[config.mk]
export PLATFORM = sky130hd
export DESIGN_NAME = buffer_io_space_decoder
export DESIGN_NICKNAME = d
export VERILOG_FILES = /design/src/space_decoder_pkg.sv /design/src/buffer_io_space_decoder.sv
export SDC_FILE = /design/constraint.sdc
export NUM_CORES = 1
export LEC_CHECK = 0
export ABC_AREA = 1
export BUFFER_PORTS_ARGS = -buffer_cell sky130_fd_sc_hd__buf_2
export CAP_MARGIN = 20
export CORE_MARGIN = 1
export CORE_UTILIZATION = 40
export DETAILED_ROUTE_END_ITERATION = 7
export PLACE_DENSITY = 0.75
export SLEW_MARGIN = 20
export SYNTH_ARGS = -nofsm -noshare
export SYNTH_HDL_FRONTEND = slang
export SYNTH_SLANG_ARGS = --single-unit
[constraint.sdc]
create_clock -name clk -period 2.4 [get_ports clk]
set_input_delay 0.48 -clock clk [delete_from_list [all_inputs] [get_ports clk]]
set_output_delay 0.48 -clock clk [all_outputs]
set_load 0.05 [all_outputs]
[src/space_decoder_pkg.sv]
// space_decoder_pkg: address map, region and master codes for the buffer/io space decoder
// assumes byte-wide data and a 16-bit data-space address shared by all masters
package space_decoder_pkg;
  // buffer and io window
  localparam logic [15:0] BUFFER_SPACE_BASE    = 16'hF800;
  localparam logic [15:0] BUFFER_SPACE_TOP     = 16'hFEEF;
  localparam logic [15:0] OUT_EP0_BUF_BASE     = 16'hFEF0;
  localparam logic [15:0] IN_EP0_BUF_BASE      = 16'hFEF8;
  localparam logic [15:0] SETUP_BASE           = 16'hFF00;
  localparam logic [15:0] SETUP_TOP            = 16'hFF07;
  localparam logic [15:0] OUT_EP1_DESC_CONFIG  = 16'hFF08;
  localparam logic [15:0] OUT_DESC_TOP         = 16'hFF1F;
  localparam logic [15:0] IN_EP1_DESC_CONFIG   = 16'hFF48;
  localparam logic [15:0] IN_DESC_TOP          = 16'hFF5F;
  localparam logic [15:0] MAPPED_SPACE_BASE    = 16'hFF80;
  // mapped registers
  localparam logic [15:0] IN_EP0_CONFIG        = 16'hFF80;
  localparam logic [15:0] OUT_EP0_BYTE_COUNT   = 16'hFF83;
  localparam logic [15:0] CODE_SHADOW_CONFIG   = 16'hFF90;
  localparam logic [15:0] INTERRUPT_VECTOR     = 16'hFF92;
  localparam logic [15:0] WATCHDOG_CTRL_STATUS = 16'hFF93;
  localparam logic [15:0] GPIO_PULLUP_PORT3    = 16'hFF9E;
  localparam logic [15:0] UART_RX_DATA         = 16'hFFA0;
  localparam logic [15:0] UART_TX_DATA         = 16'hFFA1;
  localparam logic [15:0] UART_INT_MASK        = 16'hFFAB;
  localparam logic [15:0] DMA1_CHANNEL_DEFINITION = 16'hFFE0;
  localparam logic [15:0] DMA1_CTRL_STATUS     = 16'hFFE1;
  localparam logic [15:0] DMA3_CHANNEL_DEFINITION = 16'hFFE4;
  localparam logic [15:0] DMA3_CTRL_STATUS     = 16'hFFE5;
  localparam logic [15:0] SERIAL_NUMBER_BYTE0  = 16'hFFE8;
  localparam logic [15:0] SERIAL_NUMBER_BYTE7  = 16'hFFEF;
  localparam logic [15:0] I2C_STATUS           = 16'hFFF0;
  localparam logic [15:0] I2C_ADDRESS          = 16'hFFF3;
  localparam logic [15:0] DEVICE_REV_LOW       = 16'hFFF5;
  localparam logic [15:0] USB_CONTROL          = 16'hFFFC;
  localparam logic [15:0] USB_INT_MASK         = 16'hFFFD;
  localparam logic [15:0] USB_STATUS           = 16'hFFFE;
  localparam logic [15:0] USB_FUNCTION_ADDRESS = 16'hFFFF;
  localparam int          OFFSET_WIDTH         = 11;
  localparam logic [7:0]  READ_ZERO            = 8'h00;

  typedef enum logic [2:0] {
    REGION_OUTSIDE = 3'b000,
    REGION_DATA    = 3'b001,
    REGION_OUT_EP0 = 3'b010,
    REGION_IN_EP0  = 3'b011,
    REGION_SETUP   = 3'b100,
    REGION_DESC    = 3'b101,
    REGION_REGS    = 3'b110,
    REGION_HOLE    = 3'b111
  } region_t;

  typedef enum logic [1:0] {
    MASTER_MCU = 2'b00,
    MASTER_MGR = 2'b01,
    MASTER_DMA = 2'b10,
    MASTER_NONE = 2'b11
  } master_t;
endpackage

[src/buffer_io_space_decoder.sv]
// buffer_io_space_decoder: arbitration, decode and access check for the top 2K data space
// assumes all masters share clk, hold req until their grant pulse, and the target
// returns read data combinationally in the cycle its select stands
// Functional notes
// RULE1: F800 through FFFF is decoded into buffer, descriptor, setup and register targets.
// RULE2: the top 128 bytes FF80 to FFFF go to register selects, never to buffer storage.
// RULE3: the core reaches everything; of the registers, the buffer manager reaches only the ep0 registers.
// RULE4: dma reaches the serial-port data registers FFA0/FFA1 and ep0 registers, descriptors only on update, never setup.
// RULE5: ep0 in config/count sit at FF80/FF81 and out config/count at FF82/FF83.
// RULE6: the 8-byte setup store at FF00 to FF07 is open to core and buffer manager, not dma.
// RULE7: data buffers F800 to FEEF, out ep0 buffer at FEF0 and in ep0 buffer at FEF8 serve all.
// RULE8: out ep1-3 descriptors sit at FF08/FF10/FF18 and in ep1-3 at FF48/FF50/FF58.
// RULE9: usb function address, status, mask and control decode at FFFF, FFFE, FFFD, FFFC.
// RULE10: serial number bytes 0 to 7 decode at FFE8 to FFEF.
// RULE11: dma1 definition/status at FFE0/FFE1 and dma3 definition/status at FFE4/FFE5.
// RULE12: the serial-port group decodes at FFA0 through FFAB.
// RULE13: watchdog at FF93, interrupt vector at FF92, code shadow config at FF90.
// RULE14: holes and refused accesses write nothing and read back zero.
// RULE15: simultaneous requests are served one at a time by fixed priority core, manager, dma.
module buffer_io_space_decoder
  import space_decoder_pkg::*;
(
  // clock and reset
  input  wire logic                    clk,
  input  wire logic                    reset,
  // microcontroller core
  input  wire logic                    mcu_req,
  input  wire logic                    mcu_we,
  input  wire logic [15:0]             mcu_addr,
  input  wire logic [7:0]              mcu_wdata,
  output logic                         mcu_grant_reg,
  // usb buffer manager
  input  wire logic                    usb_buffer_manager_req,
  input  wire logic                    usb_buffer_manager_we,
  input  wire logic [15:0]             usb_buffer_manager_addr,
  input  wire logic [7:0]              usb_buffer_manager_wdata,
  output logic                         usb_buffer_manager_grant_reg,
  // dma channels
  input  wire logic                    dma_req,
  input  wire logic                    dma_we,
  input  wire logic [15:0]             dma_addr,
  input  wire logic [7:0]              dma_wdata,
  input  wire logic                    dma_desc_update,
  output logic                         dma_grant_reg,
  // target side
  output logic                         tgt_valid_reg,
  output logic                         tgt_we_reg,
  output region_t                      tgt_region_reg,
  output logic [OFFSET_WIDTH-1:0]      tgt_offset_reg,
  output logic [7:0]                   tgt_wdata_reg,
  input  wire logic [7:0]              tgt_rdata,
  // completion
  output logic                         refused_reg,
  output logic [2:0]                   done_reg,
  output logic [7:0]                   rdata_reg
);

  // documented register addresses inside the mapped space
  function automatic logic reg_known(input logic [15:0] a);
    reg_known = (a >= IN_EP0_CONFIG && a <= OUT_EP0_BYTE_COUNT)          // see RULE5
             || a == CODE_SHADOW_CONFIG || a == INTERRUPT_VECTOR
             || a == WATCHDOG_CTRL_STATUS                                // see RULE13
             || a == GPIO_PULLUP_PORT3
             || (a >= UART_RX_DATA && a <= UART_INT_MASK)                // see RULE12
             || a == DMA1_CHANNEL_DEFINITION || a == DMA1_CTRL_STATUS
             || a == DMA3_CHANNEL_DEFINITION || a == DMA3_CTRL_STATUS    // see RULE11
             || (a >= SERIAL_NUMBER_BYTE0 && a <= SERIAL_NUMBER_BYTE7)   // see RULE10
             || (a >= I2C_STATUS && a <= I2C_ADDRESS)
             || (a >= DEVICE_REV_LOW && a <= USB_FUNCTION_ADDRESS);      // see RULE9
  endfunction

  function automatic region_t region_of(input logic [15:0] a);
    if (a < BUFFER_SPACE_BASE)
      region_of = REGION_OUTSIDE;
    else if (a <= BUFFER_SPACE_TOP)
      region_of = REGION_DATA;                                           // see RULE7
    else if (a < IN_EP0_BUF_BASE)
      region_of = REGION_OUT_EP0;
    else if (a < SETUP_BASE)
      region_of = REGION_IN_EP0;
    else if (a <= SETUP_TOP)
      region_of = REGION_SETUP;                                          // see RULE6
    else if ((a >= OUT_EP1_DESC_CONFIG && a <= OUT_DESC_TOP)
          || (a >= IN_EP1_DESC_CONFIG && a <= IN_DESC_TOP))
      region_of = REGION_DESC;                                           // see RULE8
    else if (a >= MAPPED_SPACE_BASE && reg_known(a))
      region_of = REGION_REGS;                                           // see RULE2
    else
      region_of = REGION_HOLE;                                           // see RULE1
  endfunction

  function automatic logic is_ep0_reg(input logic [15:0] a);
    is_ep0_reg = a >= IN_EP0_CONFIG && a <= OUT_EP0_BYTE_COUNT;
  endfunction

  function automatic logic allowed(input master_t m, input region_t r,
                                   input logic [15:0] a, input logic upd);
    allowed = 1'b0;
    if (r == REGION_OUTSIDE || r == REGION_HOLE)
      allowed = 1'b0;                                                    // see RULE14
    else if (m == MASTER_MCU)
      allowed = 1'b1;                                                    // see RULE3
    else if (m == MASTER_MGR)
      allowed = (r != REGION_REGS) || is_ep0_reg(a);                     // see RULE3
    else if (m == MASTER_DMA) begin
      if (r == REGION_REGS)
        allowed = is_ep0_reg(a) || a == UART_RX_DATA || a == UART_TX_DATA; // see RULE4
      else if (r == REGION_DESC)
        allowed = upd;                                                   // see RULE4
      else
        allowed = r != REGION_SETUP;                                     // see RULE6
    end
  endfunction

  // arbitration: a master is not picked again in the cycle its grant shows
  logic    mcu_elig;
  logic    mgr_elig;
  logic    dma_elig;
  master_t pick;
  logic    take;
  logic    sel_we;
  logic [15:0] sel_addr;
  logic [7:0]  sel_wdata;
  region_t sel_region;
  logic    ok;

  assign mcu_elig = mcu_req && !mcu_grant_reg;
  assign mgr_elig = usb_buffer_manager_req && !usb_buffer_manager_grant_reg;
  assign dma_elig = dma_req && !dma_grant_reg;

  always_comb begin
    pick      = MASTER_NONE;
    sel_we    = 1'b0;
    sel_addr  = 16'h0000;
    sel_wdata = 8'h00;
    if (mcu_elig) begin                                                  // see RULE15
      pick      = MASTER_MCU;
      sel_we    = mcu_we;
      sel_addr  = mcu_addr;
      sel_wdata = mcu_wdata;
    end else if (mgr_elig) begin
      pick      = MASTER_MGR;
      sel_we    = usb_buffer_manager_we;
      sel_addr  = usb_buffer_manager_addr;
      sel_wdata = usb_buffer_manager_wdata;
    end else if (dma_elig) begin
      pick      = MASTER_DMA;
      sel_we    = dma_we;
      sel_addr  = dma_addr;
      sel_wdata = dma_wdata;
    end
  end

  assign take       = pick != MASTER_NONE;
  assign sel_region = region_of(sel_addr);
  assign ok         = take && allowed(pick, sel_region, sel_addr, dma_desc_update);

  // grant pulses
  always_ff @(posedge clk) begin
    if (reset) begin
      mcu_grant_reg                <= 1'b0;
      usb_buffer_manager_grant_reg <= 1'b0;
      dma_grant_reg                <= 1'b0;
    end else begin
      mcu_grant_reg                <= pick == MASTER_MCU;                // see RULE15
      usb_buffer_manager_grant_reg <= pick == MASTER_MGR;
      dma_grant_reg                <= pick == MASTER_DMA;
    end
  end

  // target stage
  master_t s1_master_reg;
  logic    s1_read_reg;

  always_ff @(posedge clk) begin
    if (reset) begin
      tgt_valid_reg  <= 1'b0;
      tgt_we_reg     <= 1'b0;
      tgt_region_reg <= REGION_OUTSIDE;
      tgt_offset_reg <= '0;
      tgt_wdata_reg  <= 8'h00;
      refused_reg    <= 1'b0;
      s1_master_reg  <= MASTER_NONE;
      s1_read_reg    <= 1'b0;
    end else begin
      tgt_valid_reg  <= ok;
      tgt_we_reg     <= ok && sel_we;                                    // see RULE14
      tgt_region_reg <= sel_region;
      tgt_offset_reg <= sel_addr[OFFSET_WIDTH-1:0];
      tgt_wdata_reg  <= sel_wdata;
      refused_reg    <= take && !ok;                                     // see RULE14
      s1_master_reg  <= pick;
      s1_read_reg    <= ok && !sel_we;
    end
  end

  // completion stage
  always_ff @(posedge clk) begin
    if (reset) begin
      done_reg  <= 3'b000;
      rdata_reg <= 8'h00;
    end else begin
      done_reg  <= 3'b000;
      if (s1_master_reg != MASTER_NONE)
        done_reg[s1_master_reg] <= 1'b1;
      rdata_reg <= s1_read_reg ? tgt_rdata : READ_ZERO;                  // see RULE14
    end
  end
endmodule // buffer_io_space_decoder

== After elaboration in Yosys (flattened, before gate mapping) ==
Index checks and enable logic that the tools add are counted.

* Bits in registers: 42
* Input port bits: 89
* Output and inout port bits: 39
* Word-level logic and storage cells: 124

* Magnitude comparators: 21
* Equal/unequal tests: 19
* Muxes and demuxes: 27
* Bitwise logic cells: 2
* Reduce and logical (&&, ||, !) cells: 42

{| class="wikitable"
|+ Operators by type and width
! operator !! count
|-
| $eq 16x16->1 const B || 10
|-
| $le 16x16->1 const B || 9
|-
| $ge 16x16->1 const B || 7
|-
| $lt 16x16->1 const B || 3
|-
| $mux 16 || 3
|-
| $mux 8 || 3
|-
| $logic_or 1x1->1 || 17
|-
| $logic_and 1x1->1 || 16
|-
| $mux 1 || 12
|-
| $mux 3 || 4
|-
| $eq 3x3->1 const B || 3
|-
| $mux 2 || 4
|-
| $ne 3x3->1 const B || 2
|-
| $logic_not 1->1 || 5
|-
| $ne 2x2->1 const B || 2
|-
| $reduce_or 2->1 || 2
|-
| $logic_not 3->1 || 1
|-
| $lt 2x3->1 const B || 1
|-
| $demux 1 s2 || 1
|-
| $eq 2x1->1 const B || 1
|-
| $eq 2x2->1 const B || 1
|-
| $ge 2x1->1 const B || 1
|-
| $logic_not 2->1 || 1
|-
| $not 1->1 || 2
|}

== Logic depth before layout (Yosys ltp) ==
Gate-level depths: netlist (run 1).

* Depth after elaboration: 37
* Mapped depth: 23
* Depth with buffers taken out: 22

== Worst setup path before layout (run 1) ==
OpenSTA, ideal clock, no wires.

* Path kind: register -> register
* From: register usb_buffer_manager_grant_reg
* To: register s1_read_reg
* Setup time: 0.064 ns
* Arrival time: 2.371 ns
* Data required time: 2.336 ns
* Slack: -0.035 ns
* Stages on the path, launching flop included: 21
* Path buffers: 0
* Period minus slack after synthesis: 2.435 ns
* Path through: dfxtp_1 > inv_2 > nand2_2 > nand2_4 > nor2_4 > nand2_2 > nand2_1 > nand2_2 > clkinv_1 > nand2_2 > nor2_4 > inv_2 > nor2_2 > o31ai_1 > nand2_1 > nand3_1 > nand2_1 > inv_1 > a21oi_2 > nand3_2 > nor2_1

* Longest elaborated chain between the ends: 35
* Elaborated cells between the ends (all ways): 88
* Those cells by class: order compare: 19; eq/ne: 18; mux: 19; reduce/logical: 32

{| class="wikitable"
|+ RTL lines
! item !! line !! source
|-
| start: declaration || buffer_io_space_decoder.sv:37 || <nowiki>output logic usb_buffer_manager_grant_reg,</nowiki>
|-
| start signal: assignment || buffer_io_space_decoder.sv:162 || <nowiki>usb_buffer_manager_grant_reg <= 1'b0;</nowiki>
|-
| start signal: assignment || buffer_io_space_decoder.sv:166 || <nowiki>usb_buffer_manager_grant_reg <= pick == MASTER_MGR;</nowiki>
|-
| $logic_not 1->1 (*) || buffer_io_space_decoder.sv:128 || <nowiki>assign mgr_elig = usb_buffer_manager_req && !usb_buffer_manager_grant_reg;</nowiki>
|-
| $logic_and 1x1->1 (*) || buffer_io_space_decoder.sv:128 ||
|-
| $mux 16 || buffer_io_space_decoder.sv:141 || <nowiki>end else if (mgr_elig) begin</nowiki>
|-
| $mux 16 || buffer_io_space_decoder.sv:136 || <nowiki>if (mcu_elig) begin</nowiki>
|-
| $ge 16x16->1 or $le 16x16->1 (tied branches) || buffer_io_space_decoder.sv:60, buffer_io_space_decoder.sv:86, buffer_io_space_decoder.sv:93 ||
|-
| $logic_and 1x1->1 || buffer_io_space_decoder.sv:60, buffer_io_space_decoder.sv:93 ||
|-
| $logic_or 1x1->1 (2 in a row) || buffer_io_space_decoder.sv:61 || <nowiki>|| a == CODE_SHADOW_CONFIG || a == INTERRUPT_VECTOR</nowiki>
|-
| $logic_or 1x1->1 || buffer_io_space_decoder.sv:62 || <nowiki>|| a == WATCHDOG_CTRL_STATUS</nowiki>
|-
| (+18 left out) || - ||
|-
| $mux 1 || buffer_io_space_decoder.sv:108 || <nowiki>else if (r == REGION_DESC)</nowiki>
|-
| $mux 1 || buffer_io_space_decoder.sv:106 || <nowiki>if (r == REGION_REGS)</nowiki>
|-
| $mux 1 || buffer_io_space_decoder.sv:105 || <nowiki>else if (m == MASTER_DMA) begin</nowiki>
|-
| $mux 1 || buffer_io_space_decoder.sv:103 || <nowiki>else if (m == MASTER_MGR)</nowiki>
|-
| $mux 1 || buffer_io_space_decoder.sv:101 || <nowiki>else if (m == MASTER_MCU)</nowiki>
|-
| $mux 1 || buffer_io_space_decoder.sv:99 || <nowiki>if (r == REGION_OUTSIDE || r == REGION_HOLE)</nowiki>
|-
| $logic_and 1x1->1 || buffer_io_space_decoder.sv:156 || <nowiki>assign ok = take && allowed(pick, sel_region, sel_addr, dma_desc_update);</nowiki>
|-
| $logic_and 1x1->1 (*) || buffer_io_space_decoder.sv:193 || <nowiki>s1_read_reg <= ok && !sel_we;</nowiki>
|-
| end signal: assignment || buffer_io_space_decoder.sv:193 ||
|-
| end: declaration || buffer_io_space_decoder.sv:173 || <nowiki>logic s1_read_reg;</nowiki>
|}

Mark *: on every way between the ends. The rest lies on a longest branch, timed or not.
A chain may end at the register's enable or synchronous reset.

== Worst setup path after layout (run 1) ==
* From: register usb_buffer_manager_grant_reg
* To: register tgt_we_reg

* Longest elaborated chain between the ends: 35
* Elaborated cells between the ends (all ways): 87
* Those cells by class: order compare: 19; eq/ne: 18; mux: 19; reduce/logical: 31

{| class="wikitable"
|+ RTL lines
! item !! line !! source
|-
| $logic_not 1->1 (*) || buffer_io_space_decoder.sv:128 ||
|-
| $logic_and 1x1->1 (*) || buffer_io_space_decoder.sv:128 ||
|-
| $mux 16 || buffer_io_space_decoder.sv:141 ||
|-
| $mux 16 || buffer_io_space_decoder.sv:136 ||
|-
| $ge 16x16->1 or $le 16x16->1 (tied branches) || buffer_io_space_decoder.sv:60, buffer_io_space_decoder.sv:86, buffer_io_space_decoder.sv:93 ||
|-
| $logic_and 1x1->1 || buffer_io_space_decoder.sv:60, buffer_io_space_decoder.sv:93 ||
|-
| $logic_or 1x1->1 (2 in a row) || buffer_io_space_decoder.sv:61 ||
|-
| $logic_or 1x1->1 || buffer_io_space_decoder.sv:62 ||
|-
| (+18 left out) || - ||
|-
| $mux 1 || buffer_io_space_decoder.sv:108 ||
|-
| $mux 1 || buffer_io_space_decoder.sv:106 ||
|-
| $mux 1 || buffer_io_space_decoder.sv:105 ||
|-
| $mux 1 || buffer_io_space_decoder.sv:103 ||
|-
| $mux 1 || buffer_io_space_decoder.sv:101 ||
|-
| $mux 1 || buffer_io_space_decoder.sv:99 ||
|-
| $logic_and 1x1->1 || buffer_io_space_decoder.sv:156 ||
|-
| $logic_and 1x1->1 (*) || buffer_io_space_decoder.sv:187 || <nowiki>tgt_we_reg <= ok && sel_we;</nowiki>
|-
| end signal: assignment || buffer_io_space_decoder.sv:187 ||
|-
| end: declaration || buffer_io_space_decoder.sv:47 || <nowiki>output logic tgt_we_reg,</nowiki>
|}

Marked as above.

==> flow_summary.json, run 1 <==
{
  "status": "complete, no violations",
  "diodes": 0,
  "multi_input_area_mm2": 0.001272,
  "cp_max_fo": 8,
  "clk_pin_slew_ps": 80,
  "fillCellCount": 524,
  "drv_slew": 0,
  "intPower_w": 0.001143,
  "area_growth_pct": 54.79,
  "core-area_mm2": 0.005473,
  "ios": 128,
  "clkPwrFrac_pct": 24.3,
  "synth_cells": 352,
  "clk-insertion-delay-late_ps": 290,
  "rows": 27,
  "yosysMostFrequentCell": "nand2_1",
  "power.total_w": 0.001729,
  "seq_area_frac_synth_pct": 37.19,
  "wl_um": 6947,
  "p_seq_share_pct": 43.0,
  "tightest_slew_ps": 360.1,
  "drt_drc_violations_left": 0,
  "synth_commonest_cells": "nand2_1 (105), nor2_1 (53), dfxtp_1 (42), inv_1 (42), nand3_1 (38)",
  "die_h_um": 77.18,
  "largest_reg_flops": 11,
  "ant_nets": 0,
  "dieArea_mm2": 0.005957,
  "required_ps": 2620,
  "hold_ws_ps": 402.2,
  "p_leak_nw": 1.978,
  "place.gp.congestion": 0.8491,
  "max-vdd-ir-drop_mv": 0.2435,
  "synth.distinct_cells": 28,
  "root_buffer": "clkbuf_8",
  "power_switching_w": 0.0005864,
  "maxCapViolations": 0,
  "avgSynthCellArea_um2": 6.423,
  "power_density_mw_per_mm2": 494.1,
  "drt-initial-drc-count": 168,
  "ys_ff_latch": 42,
  "crit_path_end_kind": "register",
  "synth_top_cell_by_area": "dfxtp_1",
  "hold_buffers": 0,
  "path_common_cell": "nand2_1",
  "overflow": 0,
  "r2r.worst_path.cells": 20,
  "ys_top_cells_by_area": "dfxtp_1 (37%), nand2_1 (17%), nor2_1 (8.8%)",
  "whs_path_depth": 3,
  "synth-main-ff-cell": "dfxtp_1",
  "clockBufferDepth": 2,
  "layout-drive-gt1-share_pct": 44.87,
  "critPathSlowestCell": "dfxtp_4",
  "grt_use_total_pct": 22.60,
  "fmax_ghz": 0.4243,
  "htreeDepth": 2,
  "grt_pass1_vias": 2533,
  "dp_hpwl_um": 5352,
  "grt_pass1_wl_um": 10790,
  "yosysWarnings": 0,
  "wl_per_cell_um": 11.62,
  "vias": 2777,
  "path_class": "register to register",
  "cts_tree": "yes",
  "critPathMaxStageDelay_ps": 390,
  "fin_crit_sh_pct": 98.19,
  "crit_path_start_kind": "register",
  "setup_viol": 0,
  "cp.arrival_ps": 2580,
  "netSwitchingFraction_pct": 33.91,
  "viasPerCell": 4.644,
  "async_reset_ff_share_pct": 0,
  "comb_power_share_pct": 32.7,
  "rsz0062_at_grt": "yes",
  "port_buffers": 127,
  "seq_area_um2": 849.6,
  "layout.nets": 615,
  "syn-num-nets": 441,
  "synth-edff-count": 0,
  "finClkSkew_ps": 6.599,
  "syn_area_mm2": 0.002261,
  "antenna_found_initial": 0,
  "cts.sinks": 42,
  "die_width_um": 77.18,
  "hold_path_class": "primary input to register",
  "cts_buffers": 5,
  "synth_top_area_share_pct": 37.19,
  "slew_headroom_pct": 75.99,
  "grt_max_degree": 23,
  "firstDrtPassIters": 4,
  "hold_violations": 0,
  "crit_chain": "inv_6 -> nand2_8 -> buf_4 -> a21oi_2 -> nand2_1 -> nor2_1 -> nand2_1 -> nand2_2 -> nand2_4 -> nor2_4 -> inv_2 -> nor2_4 -> nand4_1 -> nand2_2 -> nand3_1 -> nand2_1 -> nand2_1 -> nand2_2 -> nand3_2 -> nor2_1",
  "start_util_pct": 41.31,
  "min_period_ps": 2357
}
## power by group through the flow
| stage | sequential, W | clock (W) | combinational (W) |
|---|---|---|---|
| global placement | 0.000759 | 0 | 0.000526 |
| CTS | 0.000743 | 0.000429 | 0.000533 |
| finish | 0.000743 | 0.000420 | 0.000566 |
| global route | 0.000745 | 0.000462 | 0.000614 |
| floorplan | 0.000867 | 0 | 0.000201 |
| detailed placement | 0.000759 | 0 | 0.000531 |
## layer usage
metal  wire (µm)  global-route usage, %  vias up
met5           0                      0        -
met4         151                  9.623        0
met3         434                  4.524       14
met2        3304                  39.03      111
met1        3056                  26.96     1211
li1            -                      -     1441
## path summary, 6_finish.rpt
path	startpoint	end	slack, ps
setup / recovery	usb_buffer_manager_grant_reg$_SDFF_PP0_	tgt_we_reg$_SDFF_PP0_	40
setup reg to reg	usb_buffer_manager_grant_reg$_SDFF_PP0_	tgt_we_reg$_SDFF_PP0_	40
hold reg to reg	s1_master_reg[0]$_SDFF_PP1_	done_reg[2]$_SDFF_PP0_	450
hold / removal	tgt_rdata[5]	rdata_reg[5]$_SDFF_PP0_	400
## stage by stage
step,setup WS (ps),setup TNS [ps],area (µm²),utilization [%],std cells
after detailed placement,-157.0,-495.8,3241,59.21,582
after global placement,-85.54,-277.7,3241,59.21,582
after floorplan,17.37,0,2262,-,352
after global routing,-104.0,-292.7,3500,63.95,598
final,43.37,0,3500,63.95,598
after CTS,3.372,0,3319,60.65,589
## logic make-up after synthesis
logic type | Yosys count | synth area share, %
and+or+nand+nor | 230 | 45.66
buffers and inverters | 58 | 11.12
DFF | 42 | 37.19
AOI/OAI and AO/OA | 22 | 6.032
## cells in the final DEF, fill, tap and decap left out, drive strengths merged
cell      n
a21oi     9
a22o      1
a31oi     7
a32oi     1
and2      1
buf     177
clkbuf    5
clkinv    2
dfxtp    42
inv      47
nand2   112
nand3    41
nand4     5
nor2     63
nor3      4
o21ai     3
o31ai     1
or2       5
## critical path: cells and delay by family, from the launching register on
family                 cells  cell delay [ps]
AOI/OAI and AO/OA          1              100
buffers and inverters      3              310
DFF                        1              390
and+or+nand+nor           16             1480
## cell type report
| type | instances | share of cell area (%) |
|---|---|---|
| multi-input cells | 253 | 36.36 |
| well taps | 72 | 2.574 |
| clock buffers | 5 | 1.966 |
| inverters | 47 | 5.184 |
| repair buffers | 177 | 29.35 |
| flip-flops and latches | 42 | 24.28 |
| clock inverters | 2 | 0.2860 |
## repair_timing
item | CTS | global route
endpoints found under the hold margin | 0 | 0
gates resized for setup | 0 | 34
endpoints found under the setup margin | 0 | 4
buffers inserted | 0 | 8
Power figures use the tool's default switching activity.
==> run 2: changes to the inputs <==
--- a/config.mk
+++ b/config.mk
@@ -9,9 +9,9 @@
 export BUFFER_PORTS_ARGS = -buffer_cell sky130_fd_sc_hd__buf_2
 export CAP_MARGIN = 20
 export CORE_MARGIN = 1
-export CORE_UTILIZATION = 40
+export CORE_UTILIZATION = 44
 export DETAILED_ROUTE_END_ITERATION = 7
-export PLACE_DENSITY = 0.75
+export PLACE_DENSITY = 0.81
 export SLEW_MARGIN = 20
 export SYNTH_ARGS = -nofsm -noshare
 export SYNTH_HDL_FRONTEND = slang
==> flow_summary.json, run 2 (synthesis gave the netlist of run 1 again) <==
{
  "status": "complete, but fails checks",
  "violations": "setup timing",
  "wl_per_cell_um": 13.15,
  "core-area_mm2": 0.004848,
  "port_buffers": 127,
  "final_common_cell": "buf_2",
  "critPathMaxStageDelay_ps": 400,
  "viasPerCell": 4.990,
  "drt_drc_violations_left": 0,
  "htreeDepth": 2,
  "p_leak_nw": 2.070,
  "path_class": "register to register",
  "fin_setup_tns_ps": -90.60,
  "dp_hpwl_um": 5618,
  "tightest_slew_ps": 352.1,
  "maxCapViolations": 0,
  "hold_buffers": 0,
  "overflow": 0,
  "wl_um": 7942,
  "cp_top_family": "simple AND/OR/NAND/NOR gates",
  "fmax_ghz": 0.4067,
  "power_density_mw_per_mm2": 552.7,
  "place.gp.congestion": 0.8915,
  "largest_reg_flops": 11,
  "ios": 128,
  "critPathSlowestCell": "dfxtp_4",
  "cp.arrival_ps": 2700,
  "dieArea_mm2": 0.005429,
  "antenna_found_initial": 0,
  "crit_chain": "inv_6 -> nand2_8 -> buf_4 -> nor2_4 -> nand2_1 -> nand3_2 -> nand2_2 -> nor2_4 -> nand3_1 -> o21ai_0 -> nand3_1 -> nand2_1 -> inv_2 -> a21oi_2 -> nand3_2 -> nor2_1",
  "crit_path_end_kind": "register",
  "cts_buffers": 5,
  "post-place-ws_ps": -180.9,
  "reg2reg_from": "usb_buffer_manager_grant_reg$_SDFF_PP0_",
  "max-vdd-ir-drop_mv": 0.3113,
  "vias": 3014,
  "clk_pin_slew_ps": 90,
  "cp_max_fo": 7,
  "clk-insertion-delay-late_ps": 300,
  "die_width_um": 73.68,
  "root_buffer": "clkbuf_8",
  "grt_pass1_wl_um": 11540,
  "path_buf_inv": 3,
  "timing.rr.end": "s1_read_reg$_SDFF_PP0_",
  "regToRegSetupSlack_ps": -60,
  "startpoint": "usb_buffer_manager_grant_reg$_SDFF_PP0_",
  "cts.sinks": 42,
  "crit_path_start_kind": "register",
  "setup_viol": 3,
  "start_util_pct": 46.63,
  "drt-initial-drc-count": 234,
  "grt_max_degree": 23,
  "required_ps": 2640,
  "ant_nets": 0,
  "diodes": 0,
  "firstDrtPassIters": 5,
  "cts_tree": "yes",
  "r2r.worst_path.cells": 16,
  "fin_crit_sh_pct": 102.5,
  "finClkSkew_ps": 8.196,
  "cp_num_cells": 16,
  "hold_path_class": "primary input to register",
  "setup_ws_ps": -58.89,
  "layout.nets": 625,
  "grt_pass1_vias": 2668,
  "rsz0062_at_grt": "yes",
  "area_growth_pct": 63.70,
  "hold_violations": 0,
  "crit_path_end": "s1_read_reg$_SDFF_PP0_",
  "clockBufferDepth": 2,
  "rows": 25,
  "grt_use_total_pct": 27.86,
  "drv_slew": 0,
  "layout-drive-gt1-share_pct": 47.86,
  "die_h_um": 73.68,
  "mostFrequentLayoutCells": "buf_2 (125), nand2_1 (93), buf_4 (57)",
  "slew_headroom_pct": 76.53,
  "min_period_ps": 2459
}
run 2: final cells by class:
cell class	instances	area (µm²)
Fill cell	360	1147
Inverter	47	183.9
Tap cell	67	83.83
Clock buffer	5	68.82
Multi-Input combinational cell	254	1333
Clock inverter	3	68.82
Timing Repair Buffer	186	1117
Sequential cell	42	845.8
run 2: metal layers:
metal,up-vias,wire [µm],track usage (%)
met1,1335,2962,31.55
met2,178,4099,52.50
li1,1468,-,-
met3,33,566,4.527
met4,0,314,8.974
met5,-,0,0
run 2: power breakdown:
part	switching, W	leakage, nW	internal, W
clock network	0.000256	0.0683	0.000417
logic	0.000379	1.66	0.000249
registers	0.0000152	0.346	0.000729
run 2: worst min-delay path: cells and delay by family:
family        cells  cell delay, ps
simple gates      2             100
buf+inv           1              70
run 2: worst min-delay path by stage:
stage / startpoint / end / slack (ps) / cells after the start
after floorplan: s1_master_reg[1]$_SDFF_PP1_ / done_reg[1]$_SDFF_PP0_ / 410 / 1
after global placement: s1_master_reg[0]$_SDFF_PP1_ / done_reg[2]$_SDFF_PP0_ / 420 / 1
after detailed placement: s1_master_reg[0]$_SDFF_PP1_ / done_reg[2]$_SDFF_PP0_ / 430 / 1
after CTS: usb_buffer_manager_wdata[5] / tgt_wdata_reg[5]$_SDFF_PP0_ / 380 / 3
after global routing: usb_buffer_manager_wdata[5] / tgt_wdata_reg[5]$_SDFF_PP0_ / 380 / 3
final: usb_buffer_manager_wdata[5] / tgt_wdata_reg[5]$_SDFF_PP0_ / 390 / 3
run 2: repair_timing:
action | in CTS | in global routing
pin swaps | 1 | 21
endpoints found under the setup margin | 3 | 4
setup buffers | 0 | 13
gates cloned | 0 | 3
gates resized for setup | 2 | 51
run 2: stage by stage:
step	cells	utilization [%]	hold WS (ps)	instance area [µm²]	total power [W]
finish	604	76.34	385.8	3701	0.002045
floorplan	352	-	412.1	2262	0.001069
global placement	580	67.17	422.3	3257	0.001290
global route	604	76.34	376.4	3701	0.002130
detailed placement	580	67.17	427.3	3257	0.001300
CTS	588	70.17	379.5	3402	0.001967
==> run 3: changes to the inputs <==
==> constraint.sdc (replaced) <==
create_clock -name clk -period 2.7 [get_ports clk]
set_input_delay 0.54 -clock clk [delete_from_list [all_inputs] [get_ports clk]]
set_output_delay 0.54 -clock clk [all_outputs]
set_load 0.05 [all_outputs]
==> flow_summary.json, run 3 (synthesis gave the netlist of run 1 again) <==
{
  "min_period_ps": 2411,
  "r2r.worst_path.cells": 18,
  "path_buf_inv": 3,
  "power_density_mw_per_mm2": 533.2,
  "crit_path_start_kind": "register",
  "dp_hpwl_um": 5258,
  "fin_util_pct": 65.21,
  "mostFrequentLayoutCells": "buf_2 (127), nand2_1 (104), nor2_1 (53)",
  "setup_ws_ps": 289.2,
  "regToRegSetupSlack_ps": 290,
  "netSwitchingFraction_pct": 30.87,
  "crit_path_end_kind": "register",
  "path_class": "register to register",
  "max-vdd-ir-drop_mv": 0.2935,
  "start_util_pct": 46.63,
  "grt_pass1_wl_um": 10640,
  "p_seq_share_pct": 39.1,
  "ios": 128,
  "critPathSlowestCell": "dfxtp_2",
  "hold_violations": 0,
  "cts.sinks": 42,
  "viasPerCell": 4.793,
  "setup_viol": 0,
  "clkPwrFrac_pct": 35.3,
  "multi_input_area_mm2": 0.001176,
  "layout-drive-gt1-share_pct": 36.81,
  "root_buffer": "clkbuf_8",
  "ant_nets": 0,
  "layout.nets": 577,
  "clockBufferDepth": 2,
  "intPower_w": 0.001165,
  "clk_pin_slew_ps": 80,
  "cp_max_fo": 10,
  "cp_num_cells": 18,
  "post-place-ws_ps": 64.99,
  "clk-insertion-delay-late_ps": 300,
  "power_switching_w": 0.0005205,
  "seq_area_um2": 842.1,
  "grt_use_total_pct": 25.57,
  "grt_max_degree": 24,
  "antenna_found_initial": 0,
  "crit_path_end": "tgt_we_reg$_SDFF_PP0_",
  "comb_power_share_pct": 25.6,
  "grt_pass1_vias": 2471,
  "startpoint": "usb_buffer_manager_grant_reg$_SDFF_PP0_",
  "finClkSkew_ps": 7.728,
  "overflow": 0,
  "fin_crit_sh_pct": 89.29,
  "place.gp.congestion": 0.9174,
  "die_width_um": 73.68,
  "cts_tree": "yes",
  "stdcell_count": 556,
  "drv_slew": 0,
  "slew_headroom_pct": 70.79,
  "htreeDepth": 2,
  "maxCapViolations": 0,
  "largest_reg_flops": 11,
  "cts_buffers": 5,
  "dieArea_mm2": 0.005429,
  "diodes": 0,
  "firstDrtPassIters": 4,
  "fin_setup_tns_ps": 0,
  "cp.arrival_ps": 2650,
  "area_growth_pct": 39.84,
  "wl_um": 6523,
  "port_buffers": 127,
  "p_leak_nw": 1.792,
  "status": "complete, no violations",
  "rows": 25,
  "tightest_slew_ps": 438.2,
  "hold_path_class": "primary input to register",
  "cp_top_family": "simple AND/OR/NAND/NOR gates",
  "post_cts_buffers": 0,
  "crit_chain": "inv_2 -> nand2_2 -> nand2_4 -> nor2_4 -> nand2_2 -> nand2_1 -> nand2_2 -> clkinv_1 -> nand2_2 -> nor2_4 -> inv_2 -> nor2_2 -> nand4_1 -> nand2_1 -> nand3_1 -> a21oi_2 -> nand3_2 -> nor2_1",
  "critPathMaxStageDelay_ps": 390,
  "required_ps": 2930,
  "timing.rr.end": "tgt_we_reg$_SDFF_PP0_",
  "rsz0062_at_grt": "no",
  "drt-initial-drc-count": 115,
  "vias": 2665,
  "wl_per_cell_um": 11.73,
  "reg2reg_from": "usb_buffer_manager_grant_reg$_SDFF_PP0_",
  "dp_cells": 548,
  "path_common_cell": "nand2_2",
  "core-area_mm2": 0.004848,
  "die_h_um": 73.68,
  "drt_drc_violations_left": 0,
  "fillCellCount": 441,
  "fmax_ghz": 0.4148,
  "final_common_cell": "buf_2",
  "power.total_w": 0.001686
}
[run 3: worst register-to-register path, cell delays in order (launching register included)]
cell	delay (ps)
dfxtp_2	390
inv_2	70
nand2_2	180
nand2_4	90
nor2_4	170
nand2_2	80
nand2_1	90
nand2_2	70
clkinv_1	60
nand2_2	60
nor2_4	170
inv_2	70
nor2_2	110
nand4_1	130
nand2_1	130
nand3_1	100
a21oi_2	170
nand3_2	90
nor2_1	110
[run 3: worst min path at each step]
stage,start,to,slack [ps],depth (start not counted)
5_1_grt,tgt_rdata[2],rdata_reg[2]$_SDFF_PP0_,440,3
3_3_place_gp,s1_master_reg[0]$_SDFF_PP1_,done_reg[2]$_SDFF_PP0_,420,1
3_5_place_dp,s1_master_reg[1]$_SDFF_PP1_,done_reg[1]$_SDFF_PP0_,440,1
4_1_cts,tgt_rdata[3],rdata_reg[3]$_SDFF_PP0_,440,3
2_1_floorplan,s1_master_reg[1]$_SDFF_PP1_,done_reg[1]$_SDFF_PP0_,410,1
6_report,tgt_rdata[3],rdata_reg[3]$_SDFF_PP0_,450,3
[run 3: through the flow]
step	hold WS [ps]	area, µm²
final	447.4	3162
after global placement	422.4	3015
after floorplan	412.1	2261
after detailed placement	442.7	3015
after global routing	441.9	3162
after CTS	444.4	3153
[run 3: power groups by stage]
stage,logic (W),clock network [W],registers (W)
floorplan,0.000179,0,0.000771
global placement,0.000423,0,0.000673
detailed placement,0.000428,0,0.000674
CTS,0.000430,0.000603,0.000659
global route,0.000473,0.000636,0.000662
finish,0.000432,0.000595,0.000659
[run 3: metal layers]
metal  wire (µm)  up-vias  part of all wire [%]  global-route usage [%]
met4         171        0                   2.6                   12.39
met5           0        -                     0                       0
met2        3148      135                    48                   43.73
met1        2649     1150                    41                   30.60
met3         554       17                   8.5                   4.801
li1            -     1363                     -                       -
[run 3: final cells by class]
| cell class | count | share of cell area (%) |
|---|---|---|
| Multi-Input combinational cell | 252 | 37.20 |
| Sequential cell | 42 | 26.63 |
| Timing Repair Buffer | 140 | 23.59 |
| Inverter | 47 | 5.580 |
| Tap cell | 67 | 2.651 |
| Clock buffer | 5 | 2.176 |
| Clock inverter | 3 | 2.176 |
[run 3: timing repair]
item / in CTS / in global routing
gates resized for setup: 0 / 3
endpoints found under the setup margin: 0 / 3
hold buffers: 0 / 0
